$ cat config.mk
export PLATFORM = sky130hd
export DESIGN_NAME = qdlpc_top
export DESIGN_NICKNAME = d
export VERILOG_FILES = /design/src/include/qdlpc_pkg.sv /design/src/rtl/qdlpc_top.sv /design/src/rtl/qdlpc_edge.sv /design/src/rtl/qdlpc_chan.sv
export SDC_FILE = /design/constraint.sdc
export NUM_CORES = 1
export LEC_CHECK = 0
export ABC_AREA = 1
export ABC_CLOCK_PERIOD_IN_PS = 3900
export BUFFER_PORTS_ARGS = -buffer_cell sky130_fd_sc_hd__buf_2
export CORE_MARGIN = 5
export CORE_UTILIZATION = 45
export DETAILED_ROUTE_END_ITERATION = 10
export PLACE_DENSITY = 0.67
export SYNTH_ARGS = -nofsm -noshare
export SYNTH_HDL_FRONTEND = slang
export SYNTH_SLANG_ARGS = --single-unit
$ cat constraint.sdc
create_clock -name clk -period 3.9 [get_ports clk]
set_input_delay 0.78 -clock clk [delete_from_list [all_inputs] [get_ports clk]]
set_output_delay 0.78 -clock clk [all_outputs]
set_load 0.02 [all_outputs]
$ cat src/include/qdlpc_pkg.sv
// Shared constants for the quad converter load and power-down control.
// Assumes a single 250 MHz clock domain; command words arrive already framed.
package qdlpc_pkg;
    localparam int CMD_W       = 24;
    localparam int CODE_MSB    = 23;
    localparam int CODE_LSB    = 20;
    localparam int SEL_MSB     = 19;
    localparam int SEL_LSB     = 16;
    localparam int DATA_MSB    = 15;
    localparam int DATA_LSB    = 0;
    localparam int NCHAN       = 4;
    localparam int DATA_W      = 16;
    localparam int MODE_W      = 8;
    localparam int MASK_W      = 4;

    typedef enum logic [3:0] {
        QDLPC_NOP      = 4'h0,
        QDLPC_WR_IN    = 4'h1,
        QDLPC_UPD_OUT  = 4'h2,
        QDLPC_WR_UPD   = 4'h3,
        QDLPC_PWR_MODE = 4'h4,
        QDLPC_MASK     = 4'h5,
        QDLPC_SW_RST   = 4'h6,
        QDLPC_REF      = 4'h7
    } qdlpc_cmd_t;

    typedef enum logic [1:0] {
        QDLPC_PWR_UP   = 2'h0,
        QDLPC_PWR_1K   = 2'h1,
        QDLPC_PWR_100K = 2'h2,
        QDLPC_PWR_TRI  = 2'h3
    } qdlpc_pmode_t;

    localparam logic [MODE_W-1:0] MODE_RST   = 8'h00;
    localparam logic [MASK_W-1:0] MASK_RST   = 4'h0;
    localparam logic              REF_RST    = 1'b0;
    localparam logic [DATA_W-1:0] ZERO_CODE  = 16'h0000;
    localparam logic [DATA_W-1:0] MID_CODE   = 16'h8000;
    // Power-on reset length in clock cycles
    localparam int                POR_CYCLES = 16;
    localparam logic [4:0]        POR_CNT_W  = 5'h10;
endpackage

$ cat src/rtl/qdlpc_top.sv
// Command decode, load strobe, power-mode and reference control of a quad converter.
// Assumes a framed 24-bit command word with a one-cycle valid strobe, all pins synchronous.
//
// What this block does
// - 24-bit word: code, selects, data
// - Writes and updates act on selected channels
// - Code 0100 sets power modes from DB7:0
// - Two-bit mode: normal, 1k, 100k, three-state
// - Channel D high pair down to A
// - Power-down ignores selects and DB15:8
// - Power-down keeps and still updates output
// - Strobe low: 0001 loads input and output
// - Strobe high: 0001 input only, fall loads
// - Code 0010 copies input to output
// - Code 0011 writes input and output
// - Code 0101 loads mask from DB3:0
// - Mask resets zero; one ignores strobe
// - Strobe fall copies unmasked channels
// - Strobe tied low disregards mask
// - Hardware reset clears to select level
// - No output update while reset low
// - Code 0110 acts as power-on reset
// - Power-on sequence ignores strobe, reset pins
// - Power-up level from select pin, held
// - Code 0111 sets reference bit DB0
`timescale 1ns/100ps
`default_nettype none
module qdlpc_top
    import qdlpc_pkg::*;
(
    input  wire logic                    clk,
    input  wire logic                    resetn,
    input  wire logic                    cmd_valid,
    input  wire logic [CMD_W-1:0]        cmd_word,
    input  wire logic                    load_strobe_pin,
    input  wire logic                    hw_reset_n_pin,
    input  wire logic                    reset_level_select,
    output logic      [NCHAN*DATA_W-1:0] out_code,
    output logic      [NCHAN*DATA_W-1:0] in_code,
    output logic      [MODE_W-1:0]       channel_power_mode,
    output logic      [MASK_W-1:0]       load_strobe_mask,
    output logic                         reference_off,
    output logic                         por_busy
);
    logic [3:0]              code;
    logic [NCHAN-1:0]        sel;
    logic [DATA_W-1:0]       data;
    logic                    strobe_fall;
    logic                    por_active;
    logic                    hw_clear;
    logic                    any_clear;
    logic [DATA_W-1:0]       clr_code;
    logic [4:0]              por_cnt_reg;
    logic [4:0]              por_cnt_next;
    logic                    por_sw;
    logic [MODE_W-1:0]       mode_reg;
    logic [MODE_W-1:0]       mode_next;
    logic [MASK_W-1:0]       mask_reg;
    logic [MASK_W-1:0]       mask_next;
    logic                    ref_reg;
    logic                    ref_next;
    logic [NCHAN*DATA_W-1:0] in_w;
    logic [NCHAN*DATA_W-1:0] out_w;
    logic [NCHAN*DATA_W-1:0] in_reg;
    logic [NCHAN*DATA_W-1:0] out_reg;
    logic                    por_busy_reg;

    // Command fields
    assign code = cmd_word[CODE_MSB:CODE_LSB];
    assign sel  = cmd_word[SEL_MSB:SEL_LSB];
    assign data = cmd_word[DATA_MSB:DATA_LSB];

    function automatic logic is_cmd(input logic v, input logic [3:0] c, input qdlpc_cmd_t k);
        is_cmd = v && (c == k);
    endfunction

    // Power-on sequence: restarted by reset and by the software reset command
    assign por_sw       = is_cmd(cmd_valid, code, QDLPC_SW_RST);
    assign por_active   = (por_cnt_reg != 5'h00);
    assign por_cnt_next = por_sw ? POR_CNT_W : (por_active ? por_cnt_reg - 5'h01 : por_cnt_reg);

    always_ff @(posedge clk) begin
        if (!resetn) por_cnt_reg <= POR_CNT_W;
        else         por_cnt_reg <= por_cnt_next;
    end

    // Pin reset is ignored during power-on sequence, which clears anyway
    assign hw_clear  = ~hw_reset_n_pin & ~por_active;
    assign any_clear = por_active | hw_clear;
    assign clr_code  = reset_level_select ? MID_CODE : ZERO_CODE;

    qdlpc_edge u_qdlpc_edge (
        .clk    (clk),
        .resetn (resetn),
        .pin    (load_strobe_pin),
        .fall   (strobe_fall)
    );

    // Per-channel data path; strobe low passes a 0001 write to the output, otherwise only its fall loads
    generate
        for (genvar i = 0; i < NCHAN; i++) begin : g_chan
            logic wr_in_c;
            logic wr_out_c;
            logic copy_c;
            logic ok;
            // Updates blocked under reset and power-on
            assign ok       = cmd_valid & sel[i] & ~any_clear;
            assign wr_in_c  = ok & ((code == QDLPC_WR_IN) | (code == QDLPC_WR_UPD));
            // Strobe low: transparent, mask disregarded
            assign wr_out_c = (ok & (code == QDLPC_WR_UPD))
                            | (ok & (code == QDLPC_WR_IN) & ~load_strobe_pin);
            assign copy_c   = (ok & (code == QDLPC_UPD_OUT))
                            | (strobe_fall & ~mask_reg[i] & ~any_clear);
            qdlpc_chan u_qdlpc_chan (
                .clk      (clk),
                .wr_in    (wr_in_c),
                .wr_out   (wr_out_c),
                .copy     (copy_c),
                .clear    (any_clear),
                .clr_code (clr_code),
                .data     (data),
                .in_q     (in_w[i*DATA_W +: DATA_W]),
                .out_q    (out_w[i*DATA_W +: DATA_W])
            );
        end
    endgenerate

    // Mode bits: D in DB7:6 down to A in DB1:0; selects and DB15:8 unused
    assign mode_next = por_active ? MODE_RST :
                       (is_cmd(cmd_valid, code, QDLPC_PWR_MODE) ? cmd_word[MODE_W-1:0] : mode_reg);
    assign mask_next = por_active ? MASK_RST :
                       (is_cmd(cmd_valid, code, QDLPC_MASK) ? cmd_word[MASK_W-1:0] : mask_reg);
    assign ref_next  = por_active ? REF_RST :
                       (is_cmd(cmd_valid, code, QDLPC_REF) ? cmd_word[0] : ref_reg);

    // Control registers; unknown codes fall through unchanged
    always_ff @(posedge clk) begin
        if (!resetn) begin
            mode_reg <= MODE_RST;
            mask_reg <= MASK_RST;
            ref_reg  <= REF_RST;
        end else begin
            mode_reg <= mode_next;
            mask_reg <= mask_next;
            ref_reg  <= ref_next;
        end
    end

    // Outputs registered; mode changes do not touch the code registers
    always_ff @(posedge clk) begin
        in_reg       <= in_w;
        out_reg      <= out_w;
        por_busy_reg <= resetn ? por_active : 1'b1;
    end

    assign out_code           = out_reg;
    assign in_code            = in_reg;
    assign channel_power_mode = mode_reg;
    assign load_strobe_mask   = mask_reg;
    assign reference_off      = ref_reg;
    assign por_busy           = por_busy_reg;

    // Checks
    property p_wr_upd;
        @(posedge clk) disable iff (!resetn)
        (cmd_valid && code == 4'h3 && sel[0] && !any_clear) |-> ##2 out_code[DATA_W-1:0] == $past(data, 2);
    endproperty
    a_wr_upd: assert property (p_wr_upd) else $error("write-update lost");

    property p_deferred;
        @(posedge clk) disable iff (!resetn)
        (cmd_valid && code == 4'h1 && sel[0] && load_strobe_pin && !any_clear && !strobe_fall)
            |-> ##2 out_code[DATA_W-1:0] == $past(out_w[DATA_W-1:0], 2);
    endproperty
    a_deferred: assert property (p_deferred) else $error("deferred write reached output");

    property p_pwr;
        @(posedge clk) disable iff (!resetn)
        (cmd_valid && code == 4'h4 && !por_active) |=> mode_reg == $past(cmd_word[7:0]);
    endproperty
    a_pwr: assert property (p_pwr) else $error("power mode not loaded");

    property p_mask;
        @(posedge clk) disable iff (!resetn)
        (cmd_valid && code == 4'h5 && !por_active) |=> mask_reg == $past(cmd_word[3:0]);
    endproperty
    a_mask: assert property (p_mask) else $error("mask not loaded");

    property p_ref;
        @(posedge clk) disable iff (!resetn)
        (cmd_valid && code == 4'h7 && !por_active) |=> reference_off == $past(cmd_word[0]);
    endproperty
    a_ref: assert property (p_ref) else $error("reference bit wrong");

    property p_hwrst;
        @(posedge clk) disable iff (!resetn)
        (!hw_reset_n_pin && !por_active) |-> ##2 out_code[DATA_W-1:0] == $past(clr_code, 2);
    endproperty
    a_hwrst: assert property (p_hwrst) else $error("reset level wrong");

    property p_nop;
        @(posedge clk) disable iff (!resetn)
        (cmd_valid && (code == 4'h0 || code[3]) && !por_active && !hw_clear && !strobe_fall)
            |=> $stable(mode_reg) && $stable(mask_reg) && $stable(ref_reg) && $stable(out_w) && $stable(in_w);
    endproperty
    a_nop: assert property (p_nop) else $error("reserved code changed state");

    property p_swrst;
        @(posedge clk) disable iff (!resetn)
        (cmd_valid && code == 4'h6) |=> por_active [*8];
    endproperty
    a_swrst: assert property (p_swrst) else $error("software reset not held");

    // Strobe low makes a plain input write reach the output at once
    property p_wr_in_low;
        @(posedge clk) disable iff (!resetn)
        (cmd_valid && code == QDLPC_WR_IN && sel[0] && !load_strobe_pin && !any_clear)
            |-> ##2 out_code[DATA_W-1:0] == $past(data, 2);
    endproperty
    a_wr_in_low: assert property (p_wr_in_low) else $error("transparent write missed output");

    property p_in_wr;
        @(posedge clk) disable iff (!resetn)
        (cmd_valid && (code == QDLPC_WR_IN || code == QDLPC_WR_UPD) && sel[0] && !any_clear)
            |-> ##2 in_code[DATA_W-1:0] == $past(data, 2);
    endproperty
    a_in_wr: assert property (p_in_wr) else $error("input register not written");

    property p_unsel;
        @(posedge clk) disable iff (!resetn)
        (cmd_valid && code == QDLPC_WR_UPD && !sel[NCHAN-1] && !any_clear && !strobe_fall)
            |=> $stable(in_w[NCHAN*DATA_W-1 -: DATA_W]) && $stable(out_w[NCHAN*DATA_W-1 -: DATA_W]);
    endproperty
    a_unsel: assert property (p_unsel) else $error("unselected channel changed");

    property p_upd;
        @(posedge clk) disable iff (!resetn)
        (cmd_valid && code == QDLPC_UPD_OUT && sel[1] && !any_clear)
            |=> out_w[2*DATA_W-1 -: DATA_W] == $past(in_w[2*DATA_W-1 -: DATA_W]) && $stable(in_w);
    endproperty
    a_upd: assert property (p_upd) else $error("update did not copy input");

    // Channel B unmasked, channel A masked in the bench traffic
    property p_fall;
        @(posedge clk) disable iff (!resetn)
        (strobe_fall && !mask_reg[1] && !cmd_valid && !any_clear)
            |=> out_w[2*DATA_W-1 -: DATA_W] == $past(in_w[2*DATA_W-1 -: DATA_W]);
    endproperty
    a_fall: assert property (p_fall) else $error("strobe fall did not load");

    property p_masked;
        @(posedge clk) disable iff (!resetn)
        (strobe_fall && mask_reg[0] && !cmd_valid && !any_clear) |=> $stable(out_w[DATA_W-1:0]);
    endproperty
    a_masked: assert property (p_masked) else $error("masked channel loaded");

    property p_hw_block;
        @(posedge clk) disable iff (!resetn)
        (!hw_reset_n_pin && cmd_valid) |=> out_w == {NCHAN{$past(clr_code)}};
    endproperty
    a_hw_block: assert property (p_hw_block) else $error("write passed hardware clear");

    property p_por_clr;
        @(posedge clk) disable iff (!resetn)
        por_active |=> out_w == {NCHAN{$past(clr_code)}} && in_w == {NCHAN{$past(clr_code)}};
    endproperty
    a_por_clr: assert property (p_por_clr) else $error("power-on level wrong");

    property p_por_ctl;
        @(posedge clk) disable iff (!resetn)
        por_active |=> mode_reg == MODE_RST && mask_reg == MASK_RST && ref_reg == REF_RST;
    endproperty
    a_por_ctl: assert property (p_por_ctl) else $error("control not at power-on value");

    property p_ref_hold;
        @(posedge clk) disable iff (!resetn)
        (reference_off && !(cmd_valid && code == QDLPC_REF) && !por_active) |=> reference_off;
    endproperty
    a_ref_hold: assert property (p_ref_hold) else $error("reference came back on");

    property p_mode_keep;
        @(posedge clk) disable iff (!resetn)
        (cmd_valid && code == QDLPC_PWR_MODE && !any_clear && !strobe_fall)
            |=> $stable(out_w) && $stable(in_w);
    endproperty
    a_mode_keep: assert property (p_mode_keep) else $error("power mode touched codes");

    property p_busy;
        @(posedge clk) disable iff (!resetn)
        por_busy == $past(por_active);
    endproperty
    a_busy: assert property (p_busy) else $error("busy flag out of step");

    property p_pwr_other;
        @(posedge clk) disable iff (!resetn)
        (cmd_valid && code == QDLPC_PWR_MODE && !por_active) |=> $stable(mask_reg) && $stable(ref_reg);
    endproperty
    a_pwr_other: assert property (p_pwr_other) else $error("power command hit other register");

    property p_mode_d;
        @(posedge clk) disable iff (!resetn)
        (cmd_valid && code == QDLPC_PWR_MODE && !por_active)
            |=> channel_power_mode[MODE_W-1 -: 2] == $past(cmd_word[7:6]);
    endproperty
    a_mode_d: assert property (p_mode_d) else $error("channel D mode misplaced");

    // Codes stand until a command, a strobe fall or a clear
    property p_stand;
        @(posedge clk) disable iff (!resetn)
        (!cmd_valid && !strobe_fall && !any_clear) |=> $stable(out_w) && $stable(in_w);
    endproperty
    a_stand: assert property (p_stand) else $error("code changed without cause");
endmodule
`default_nettype wire

$ cat src/rtl/qdlpc_edge.sv
// Falling-edge detector for the load strobe pin.
// Assumes the pin is already synchronous to clk.
`timescale 1ns/100ps
`default_nettype none
module qdlpc_edge (
    input  wire logic clk,
    input  wire logic resetn,
    input  wire logic pin,
    output logic      fall
);
    logic last_reg;

    // Last pin level; reset high so a pin idling high never fakes an edge
    always_ff @(posedge clk) begin
        if (!resetn) last_reg <= 1'b1;
        else         last_reg <= pin;
    end

    assign fall = last_reg & ~pin;
endmodule
`default_nettype wire

$ cat src/rtl/qdlpc_chan.sv
// One channel: input register and output register with load control.
// Assumes the top decodes commands and supplies the reset code.
`timescale 1ns/100ps
`default_nettype none
module qdlpc_chan
    import qdlpc_pkg::*;
(
    input  wire logic              clk,
    input  wire logic              wr_in,
    input  wire logic              wr_out,
    input  wire logic              copy,
    input  wire logic              clear,
    input  wire logic [DATA_W-1:0] clr_code,
    input  wire logic [DATA_W-1:0] data,
    output logic      [DATA_W-1:0] in_q,
    output logic      [DATA_W-1:0] out_q
);
    logic [DATA_W-1:0] in_reg;
    logic [DATA_W-1:0] out_reg;
    logic [DATA_W-1:0] in_next;
    logic [DATA_W-1:0] out_next;

    // Direct data write beats a copy of the stale input register
    assign in_next  = clear ? clr_code : (wr_in ? data : in_reg);
    assign out_next = clear ? clr_code : (wr_out ? data : (copy ? in_reg : out_reg));

    // Clear drives both registers so a later copy stays at reset level
    always_ff @(posedge clk) begin
        in_reg  <= in_next;
        out_reg <= out_next;
    end

    assign in_q  = in_reg;
    assign out_q = out_reg;
endmodule
`default_nettype wire

# Word-level counts from Yosys, hierarchy flattened

Index checks and enable logic that the tools add are counted.

Add/subtract/negate cells: 1
$mul: 0
Div/mod/pow operators: 0
$lt $le $gt $ge: 0
Equal/unequal tests: 7
Shift-type cells: 0
Muxes and demuxes: 21
Bitwise logic cells: 57
Reduce and logical (&&, ||, !) cells: 15

Operators by type and width:

| kind                                                 | number |
|---|---|
| two-way mux 16 bit                                   | 21 |
| AND 1 bit                                            | 38 |
| equality test 4 x 3 -> 1 bit (second input constant) | 4 |
| nonzero test 3 bit                                   | 4 |
| OR 1 bit                                             | 10 |
| inverter 1 bit                                       | 9 |
| equality test 4 x 2 -> 1 bit (second input constant) | 2 |
| nonzero test 2 bit                                   | 4 |
| nonzero test 5 bit                                   | 1 |
| subtractor 5 x 1 -> 5 bit (second input constant)    | 1 |
| equality test 4 x 1 -> 1 bit (second input constant) | 1 |
| logical AND 1 bit                                    | 4 |
| OR reduction 2 bit                                   | 2 |

Register bits: 276
Bits in latches: 0
Bits in writable memories: 0
ROM bits: 0
Input port bits: 30
Output and inout port bits: 142
Word-level logic and storage cells: 117
Memories kept: 0

# Longest topological paths before layout

Gate-level depths: netlist of the first run.

Word-level depth: 11
Depth in mapped cells: 10
Gate-level depth less buffers: 10

# By module

From an unflattened synthesis of the first run, not the netlist that was laid out.

Cell total of the unflattened synthesis: 999
Area, all modules: 9975.8 sq um

By module, submodules not included:

| module     | times used | cells an instance | area an instance (sq um) | sequential area each (sq um) |
|---|---|---|---|---|
| qdlpc_chan | 4          | 173               | 1566.5                   | 960.9 |
| qdlpc_top  | 1          | 302               | 3674.8                   | 2942.8 |
| qdlpc_edge | 1          | 5                 | 35.0                     | 20.0 |

# Least setup slack after synthesis of the first run

OpenSTA, ideal clock, no wires.

Kind: in2reg
From: input port cmd_word[22]
To: register g_chan[1].u_qdlpc_chan.in_reg[0], enable pin
Library setup time: 0.411 ns
Arrival: 2.255 ns
Data required time: 3.489 ns
Setup slack: 1.233 ns
Stages on the path: 3
Buffers on the path: 0
Path through: nor2_2 nand2_2 o21ai_0

Longest elaborated chain between the ends: 4
Elaborated cells on any way between the ends: 5
Those cells by class: eq/ne (2); bitwise (2); reduce/logical (1)

RTL lines:

| element                                                                             | line             | text |
|---|---|---|
| start: declaration                                                                  | qdlpc_top.sv:34  | `input wire logic [CMD_W-1:0] cmd_word,` |
| equality test 4 x 1 -> 1 bit / equality test 4 x 2 -> 1 bit (equally long branches) | qdlpc_top.sv:108 | `assign wr_in_c = ok & ((code == QDLPC_WR_IN) \| (code == QDLPC_WR_UPD));` |
| OR 1 bit (*)                                                                        | qdlpc_top.sv:108 |  |
| AND 1 bit (*)                                                                       | qdlpc_top.sv:108 |  |
| nonzero test 2 bit (no line) (*)                                                    | -                |  |
| end signal: assignment                                                              | qdlpc_chan.sv:29 | `in_reg <= in_next;` |
| end: declaration                                                                    | qdlpc_chan.sv:18 | `logic [DATA_W-1:0] in_reg;` |

Every way passes the cells marked *; elsewhere a longest branch is shown, timed or not.
A chain may end at the register's enable or synchronous reset.

# Worst setup path in the final report of the first run

From: register por_cnt_reg[0]
To: register g_chan[2].u_qdlpc_chan.out_reg[4], enable pin

Longest elaborated chain between the ends: 10
Elaborated cells on any way between the ends: 14
Those cells by class: bitwise (12); reduce/logical (2)

RTL lines:

| element                          | line                               | text |
|---|---|---|
| start: declaration               | qdlpc_top.sv:53                    | `logic [4:0] por_cnt_reg;` |
| start signal: assignment         | qdlpc_top.sv:84                    | `else por_cnt_reg <= por_cnt_next;` |
| nonzero test 5 bit (*)           | qdlpc_top.sv:79                    | `assign por_active = (por_cnt_reg != 5'h00);` |
| inverter 1 bit                   | qdlpc_top.sv:88                    | `assign hw_clear = ~hw_reset_n_pin & ~por_active;` |
| AND 1 bit                        | qdlpc_top.sv:88                    |  |
| OR 1 bit (*)                     | qdlpc_top.sv:89                    | `assign any_clear = por_active \| hw_clear;` |
| inverter 1 bit                   | qdlpc_top.sv:107, qdlpc_top.sv:113 |  |
| AND 1 bit                        | qdlpc_top.sv:107                   | `assign ok = cmd_valid & sel[i] & ~any_clear;` |
| AND 1 bit (2 in a row)           | qdlpc_top.sv:111                   | `\| (ok & (code == QDLPC_WR_IN) & ~load_strobe_pin);` |
| OR 1 bit                         | qdlpc_top.sv:111                   |  |
| nonzero test 3 bit (no line) (*) | -                                  |  |
| end signal: assignment           | qdlpc_chan.sv:30                   | `out_reg <= out_next;` |
| end: declaration                 | qdlpc_chan.sv:19                   | `logic [DATA_W-1:0] out_reg;` |

Marks and branches as above.

==> results of run 1 <==
==> Yosys cell counts (2+ instances only) <==
master    number
nand2_1       94
o21ai_1       20
nor3_1         3
ha_1           2
o21ai_0       13
inv_2          3
buf_4          3
nor2_1       101
nor2_8         2
clkbuf_1       3
a21oi_1       10
inv_1         96
nand3_1       18
dfxtp_1      148
buf_6         10
buf_2          6
nor2_4         2
nand3_4        4
edfxtp_1     128
o21ai_2       40
o22ai_1        4
==> worst register-to-register path: stages (launching register included) <==
cell	delay [ps]
dfxtp_1	320
inv_1	100
ha_1	150
inv_1	60
nor2_4	140
nand2_4	110
nor2_8	230
nand3_4	420
nand2_1	550
buf_4	280
==> per-layer routing <==
metal,track usage,part of all wire
met3,0.04219,0.086
met1,0.2282,0.42
met4,0.04080,0.014
met2,0.2821,0.48
met5,0,0
==> per-stage QoR <==
stage,util,hold WS [ps],area (µm²)
after floorplan,-,323.3,8996
after global placement,0.5147,326.1,10080
after detailed placement,0.5147,326.9,10080
after CTS,0.5606,341.4,10980
after global routing,0.5606,352.9,10980
final,0.5606,341.2,10980
==> cell families (layout without fill, tap and decap cells) <==
kind of cell               count (synthesis)  in the layout  synth area share
adders and majority gates                  2              2          0.002781
DFF                                      276            276            0.7566
and+or+nand+nor                          230            230            0.1131
AOI/OAI and AO/OA                         87             87           0.06565
xor gates and xnor gates                   1              1         0.0009738
buffers and inverters                    121            326           0.06092
==> where the power goes <==
group,internal [mW],total (mW),switching (mW)
Combinational,0.230,0.808,0.578
Clock,1.51,2.56,1.05
Sequential,3.48,3.67,0.188
==> worst paths after layout <==
| path | startpoint | to | slack, ps | cells past startpoint |
|---|---|---|---|---|
| hold / removal | g_chan[2].u_qdlpc_chan.out_q[11] | out_code[43] | 340 | 0 |
| setup reg to reg | por_cnt_reg[0] | g_chan[2].u_qdlpc_chan.out_q[4] | 1240 | 9 |
| setup / recovery | por_cnt_reg[0] | g_chan[2].u_qdlpc_chan.out_q[4] | 1240 | 9 |
| hold reg to reg | g_chan[2].u_qdlpc_chan.out_q[11] | out_code[43] | 340 | 0 |
==> final cells by class <==
| cell class | instances | area, µm² |
|---|---|---|
| clock inverter | 17 | 152.6 |
| inverter | 99 | 371.6 |
| sequential | 276 | 6807 |
| timing repair buffer | 178 | 908.4 |
| fill | 1654 | 8608 |
| tap | 265 | 331.6 |
| multi-input combinational | 320 | 1664 |
| clock buffer | 32 | 747.0 |
==> metrics.md, run 1 <==
| Metric | Value |
|---|---|
| Async SR Flop Fraction | 0 |
| Yosys reg bits | 276 |
| Pre-CTS setup slack | about 920 ps |
| Setup Fix Bufs, Post-CTS | 0 |
| Clock Tree Buf Depth | 3 |
| Final Critical Period | between 2000 and 3000 ps |
| PwrDens | 640.5 nW/µm² |
| Startpoint Class | register |
| Core area | 19590 µm² |
| Worst setup margin | approximately 1200 ps |
| Yosys top cell by area | edfxtp_1 |
| Largest net degree at the start of global routing | 44 |
| H-tree depth | 1 |
| Vias in the first global route | 5367 |
| Most frequent cells in the layout | buf_2 (171), dfxtp_1 (148), edfxtp_1 (128), nor2_1 (101), inv_1 (96) |
| Crit share post-route | 0.6821 |
| RSZ-0062 raised after global routing | no |
| DR vias/cell | 4.582 |
| Post-synth cell types | 28 |
| Clock Latency Late Sink | 520 ps |
| Global-route usage over all layers | 0.1708 |
| Largest cells by area after synthesis | edfxtp_1 (43%), dfxtp_1 (33%), nor2_1 (4.2%), inv_1 (4.0%), nand2_1 (3.9%) |
| Gate Count Post-Synth | slightly above 700 |
| Worst setup EP type | register |
| Drt initial violations | 354 |
| Die width | 151.4 µm |
| Number of synthesized flops with an enable pin | about 130 |
| Worst Path Max Fanout | 32 |
| Routed wire length | 19490 µm |
| Max Clock Freq | 0.3759 GHz |
| Min-Delay Path Class | register to register |
| Critical Path Max Stage Delay | 540 ps |
| Critical Path AT | 2870 ps |
| Post_cts resized | 0 |
| Pleak | 4.831 nW |
| Required time of the critical path | 4110 ps |
| Die area | about 23000 µm² |
| Die Height | 151.4 µm |
| DP Cell Count | 1138 |
| Final hold violation count | 0 |
| Post-Layout Cell Count | 1187 |
| Main flop type after synthesis | dfxtp_1 |
| ANT cells | 0 |
| IO Count | 172 |
| Global-route wire length before repair | about 30000 µm |
| Synth Warn # | 0 |
| # rows | 51 |
| Setup CP Type | register to register |
| Total iterations of the first detailed-routing run | 4 |
| Port buffer count | 171 |
| Critical-path cell list | inv_1 -> ha_1 -> inv_1 -> nor2_4 -> nand2_4 -> nor2_8 -> nand3_4 -> nand2_1 -> buf_4 |
| CTS Hold Bufs | 0 |
| Syn Area/Cell | between 10 and 15 µm² |
| Buf/Inv on CP | 3 |
| Ratio of cells with drive above 1 in the final layout | 0.3069 |
| DR WL/cell | 16.42 µm |
| Syn Nets | 749 |
| Critical path's top delay family | simple AND/OR/NAND/NOR gates |
| Endpoints failing setup | 0 |
| Clock transition at path regs | 60 ps |
| Status | completed |
| Share of the synthesized area in the top cell type | 0.4273 |
| CTS sink cnt | 276 |
| CTS tree | built |
| Clk root buf | clkbuf_16 |
| Pwr Total | 7.034 mW |
| Synthesis-to-finish area growth | 22.07% |
| Max Cap Viol | 0 |
| Most frequent cell on the critical path | inv_1 |
| Commonest non-fill, non-tap cell in the layout | buf_2 |
| DRC | 0 |
| Rel. slew slack | 0.4615 |
| Maximum vdd ir drop | between 0.2 and 0.3 mV |
| Total negative setup slack | 0 ps |
| Routability cong. | 0.8293 |
| Max Slew Vio Count | 0 |
| CP max-delay cell | nand2_1 |
| Gr ovfl total | 0 |
| Mapped Area | 8996 µm² |
| CTS buffer count | 27 |
| NumNets Final | a little over 900 |
| Sequential area share after synthesis | 0.7566 |
| ANT nets after route | 0 |
| Initial Util | 0.4592 |
| Worst Tran Pin Value | 805.9 ps |
| Initial antenna violation count | 0 |
| Vias | 5439 |
| Final HPWL DP | 13560 µm |
| Skew final | between 10 and 15 ps |
Note: power is estimated with default switching activity, not from simulation.
==> run 2: changes to the inputs <==
--- a/config.mk
+++ b/config.mk
@@ -6,7 +6,7 @@
 export NUM_CORES = 1
 export LEC_CHECK = 0
 export ABC_AREA = 1
-export ABC_CLOCK_PERIOD_IN_PS = 3900
+export ABC_CLOCK_PERIOD_IN_PS = 2650
 export BUFFER_PORTS_ARGS = -buffer_cell sky130_fd_sc_hd__buf_2
 export CORE_MARGIN = 5
 export CORE_UTILIZATION = 45
==> constraint.sdc (replaced) <==
create_clock -name clk -period 2.65 [get_ports clk]
set_input_delay 0.53 -clock clk [delete_from_list [all_inputs] [get_ports clk]]
set_output_delay 0.53 -clock clk [all_outputs]
set_load 0.02 [all_outputs]
==> metrics.md, run 2 (synthesized netlist as in run 1, its figures left out) <==
| Metric | Value |
|---|---|
| Placed inst area | 10190 µm² (was 10080 µm²) |
| Drt initial violations | 449 (was 354) |
| Max Cap Viol | 0 (unchanged) |
| Startpoint Class | register (unchanged) |
| Post_cts resized | 0 (unchanged) |
| Final Critical Period | 2134 ps (was 2660 ps) |
| Max Slew Vio Count | 0 (unchanged) |
| Max Clock Freq | 0.4686 GHz (was 0.3759 GHz) |
| Hold path startpoint | resetn (was g_chan[2].u_qdlpc_chan.out_q[11]) |
| Endpoints failing setup | 0 (unchanged) |
| IO Count | 172 (unchanged) |
| Setup Fix Bufs, Post-CTS | 0 (unchanged) |
| Core area | 19590 µm² (unchanged) |
| Global-route wire length before repair | 29960 µm (was 29720 µm) |
| Sequential Power Share | 0.513 (was 0.521) |
| Internal Power | 7.821 mW (was 5.218 mW) |
| CTS Hold Bufs | 0 (unchanged) |
| Rel. slew slack | 0.6336 (was 0.4615) |
| Min-Delay Path Class | input port to register (was register to register) |
| RSZ-0062 raised after global routing | no (unchanged) |
| DR WL/cell | 16.44 µm (was 16.42 µm) |
| Clk pwr share | 0.371 (was 0.364) |
| Worst Reg2Reg Path Length in Cells | 9 (unchanged) |
| Min-Delay Endpoint | u_qdlpc_edge.last_reg (was out_code[43]) |
| NumNets Final | 947 (was 934) |
| Die area | 22920 µm² (unchanged) |
| H-tree depth | 1 (unchanged) |
| Hold Path Cell Cnt | 2 (was 0) |
| Commonest non-fill, non-tap cell in the layout | buf_2 (unchanged) |
| Psw | 2.660 mW (was 1.816 mW) |
| Synthesis-to-finish area growth | 23.89% (was 22.07%) |
| Initial Util | 0.4592 (unchanged) |
| Vias in the first global route | 5429 (was 5367) |
| Clock Latency Late Sink | 520 ps (about the same) |
| Clock Tree Buf Depth | 3 (unchanged) |
| Gr ovfl total | 0 (unchanged) |
| Initial antenna violation count | 1 (was 0) |
| Worst setup EP type | register (unchanged) |
| Maximum vdd ir drop | 0.4589 mV (was 0.2745 mV) |
| Clock transition at path regs | 60 ps (about the same) |
| Pleak | 4.913 nW (was 4.831 nW) |
| Crit share post-route | 0.8052 (was 0.6821) |
| Most frequent cells in the layout | buf_2 (171), dfxtp_1 (148), edfxtp_1 (128), nor2_1 (101), inv_1 (96) (unchanged) |
| Final HPWL DP | 13770 µm (was 13560 µm) |
| Routed wire length | 19760 µm (was 19490 µm) |
| Total negative setup slack | 0 ps (unchanged) |
| Ratio of cells with drive above 1 in the final layout | 0.3162 (was 0.3069) |
| Final hold violation count | 0 (unchanged) |
| Vias | 5501 (was 5439) |
| DR vias/cell | 4.577 (was 4.582) |
| Worst R2R End | g_chan[2].u_qdlpc_chan.out_q[9] (was g_chan[2].u_qdlpc_chan.out_q[4]) |
| Logic pwr share | 0.116 (was 0.115) |
| Critical Path AT | 2330 ps (was 2870 ps) |
| Required time of the critical path | 2840 ps (was 4110 ps) |
| Status | completed (unchanged) |
| Worst Tran Pin Value | 547.5 ps (was 805.9 ps) |
| CTS tree | built (unchanged) |
| CTS buffer count | 27 (unchanged) |
| FF-to-FF setup slack | 520 ps (was 1240 ps) |
| Clk root buf | clkbuf_16 (unchanged) |
| Worst Path Max Fanout | 16 (was 32) |
| DRC | 0 (unchanged) |
| Port buffer count | 171 (unchanged) |
| Routability cong. | 0.8038 (was 0.8293) |
| Global-route usage over all layers | 0.1716 (was 0.1708) |
| Setup CP Type | register to register (unchanged) |
| CTS sink cnt | 276 (unchanged) |
| # rows | 51 (unchanged) |
| Largest net degree at the start of global routing | 32 (was 44) |
| Post-Layout Cell Count | 1202 (was 1187) |
| ANT nets after route | 0 (unchanged) |
| R2r startpoint | por_cnt_reg[0] (unchanged) |
| PwrDens | 940.4 nW/µm² (was 640.5 nW/µm²) |
| Layout Cell Area excl Fill | 11150 µm² (was 10980 µm²) |
| DP Cell Count | 1151 (was 1138) |
| Skew final | 18.40 ps (was 11.24 ps) |
| Die width | 151.4 µm (unchanged) |
| Die Height | 151.4 µm (unchanged) |
| Crit path from | por_cnt_reg[0] (unchanged) |
| Sw frac | 0.2538 (was 0.2582) |
| Total iterations of the first detailed-routing run | 5 (was 4) |
==> run 2: changes by cell type in the layout (fill, tap and decap cells not counted), moves of 2 or more <==
cell | before | now
buf_4 | 7 | 19
clkbuf_8 | 1 | 6
inv_4 | 4 | 0
clkbuf_16 | 29 | 32
bufinv_16 | 2 | 0
clkbuf_1 | 2 | 4
clkinv_2 | 6 | 4
==> run 2: stage by stage <==
step / worst slack, ps / utilization / power (mW) / hold slack (ps)
3_5_place_dp: 477.5 / 0.5203 / 6.704 / 326.9
5_1_grt: 404.4 / 0.5689 / 10.92 / 211.0
3_3_place_gp: 488.4 / 0.5203 / 6.686 / 324.4
6_report: 516.2 / 0.5689 / 10.48 / 186.9
4_1_cts: 514.0 / 0.5688 / 10.60 / 167.3
2_1_floorplan: 233.4 / - / 6.117 / 323.3
==> run 2: worst max-delay path, stage by stage, from the launching register on <==
cell and delay (ps):
dfxtp_1 320, inv_1 100, ha_1 160, inv_1 60, nor2_4 150, nand2_4 110, nor2_8 230, nand3_4 250
nand2_1 130, buf_4 290
==> run 2: worst max-delay path by stage <==
stage                                       endpoint  slack [ps]
finish               g_chan[2].u_qdlpc_chan.out_q[9]         520
floorplan             g_chan[1].u_qdlpc_chan.in_q[0]         230
detailed placement  g_chan[2].u_qdlpc_chan.out_q[10]         480
CTS                  g_chan[2].u_qdlpc_chan.out_q[8]         510
global route        g_chan[2].u_qdlpc_chan.out_q[12]         400
global placement     g_chan[2].u_qdlpc_chan.out_q[9]         490
==> run 2: routing by layer <==
layer / GRT usage / wire (µm)
met1: 0.2415 / 8886
met2: 0.2703 / 8938
met3: 0.03920 / 1657
met4: 0.04488 / 281
met5: 0 / 0
==> run 2: power groups by stage <==
stage	logic, mW	clock network (mW)	registers (mW)
3_3_place_gp	1.22	0	5.47
5_1_grt	1.32	4.16	5.44
2_1_floorplan	0.369	0	5.75
6_report	1.21	3.89	5.38
3_5_place_dp	1.23	0	5.48
4_1_cts	1.23	3.98	5.39
==> run 2: layout make-up <==
class                           instances  area, µm²
Fill cell                            1613       8444
Sequential cell                       276       6807
Multi-Input combinational cell        320       1664
Timing Repair Buffer                  191       1018
Clock buffer                           43      905.9
Inverter                               99      371.6
Tap cell                              265      331.6
Clock inverter                          7      45.04
Antenna cell                            1      2.502
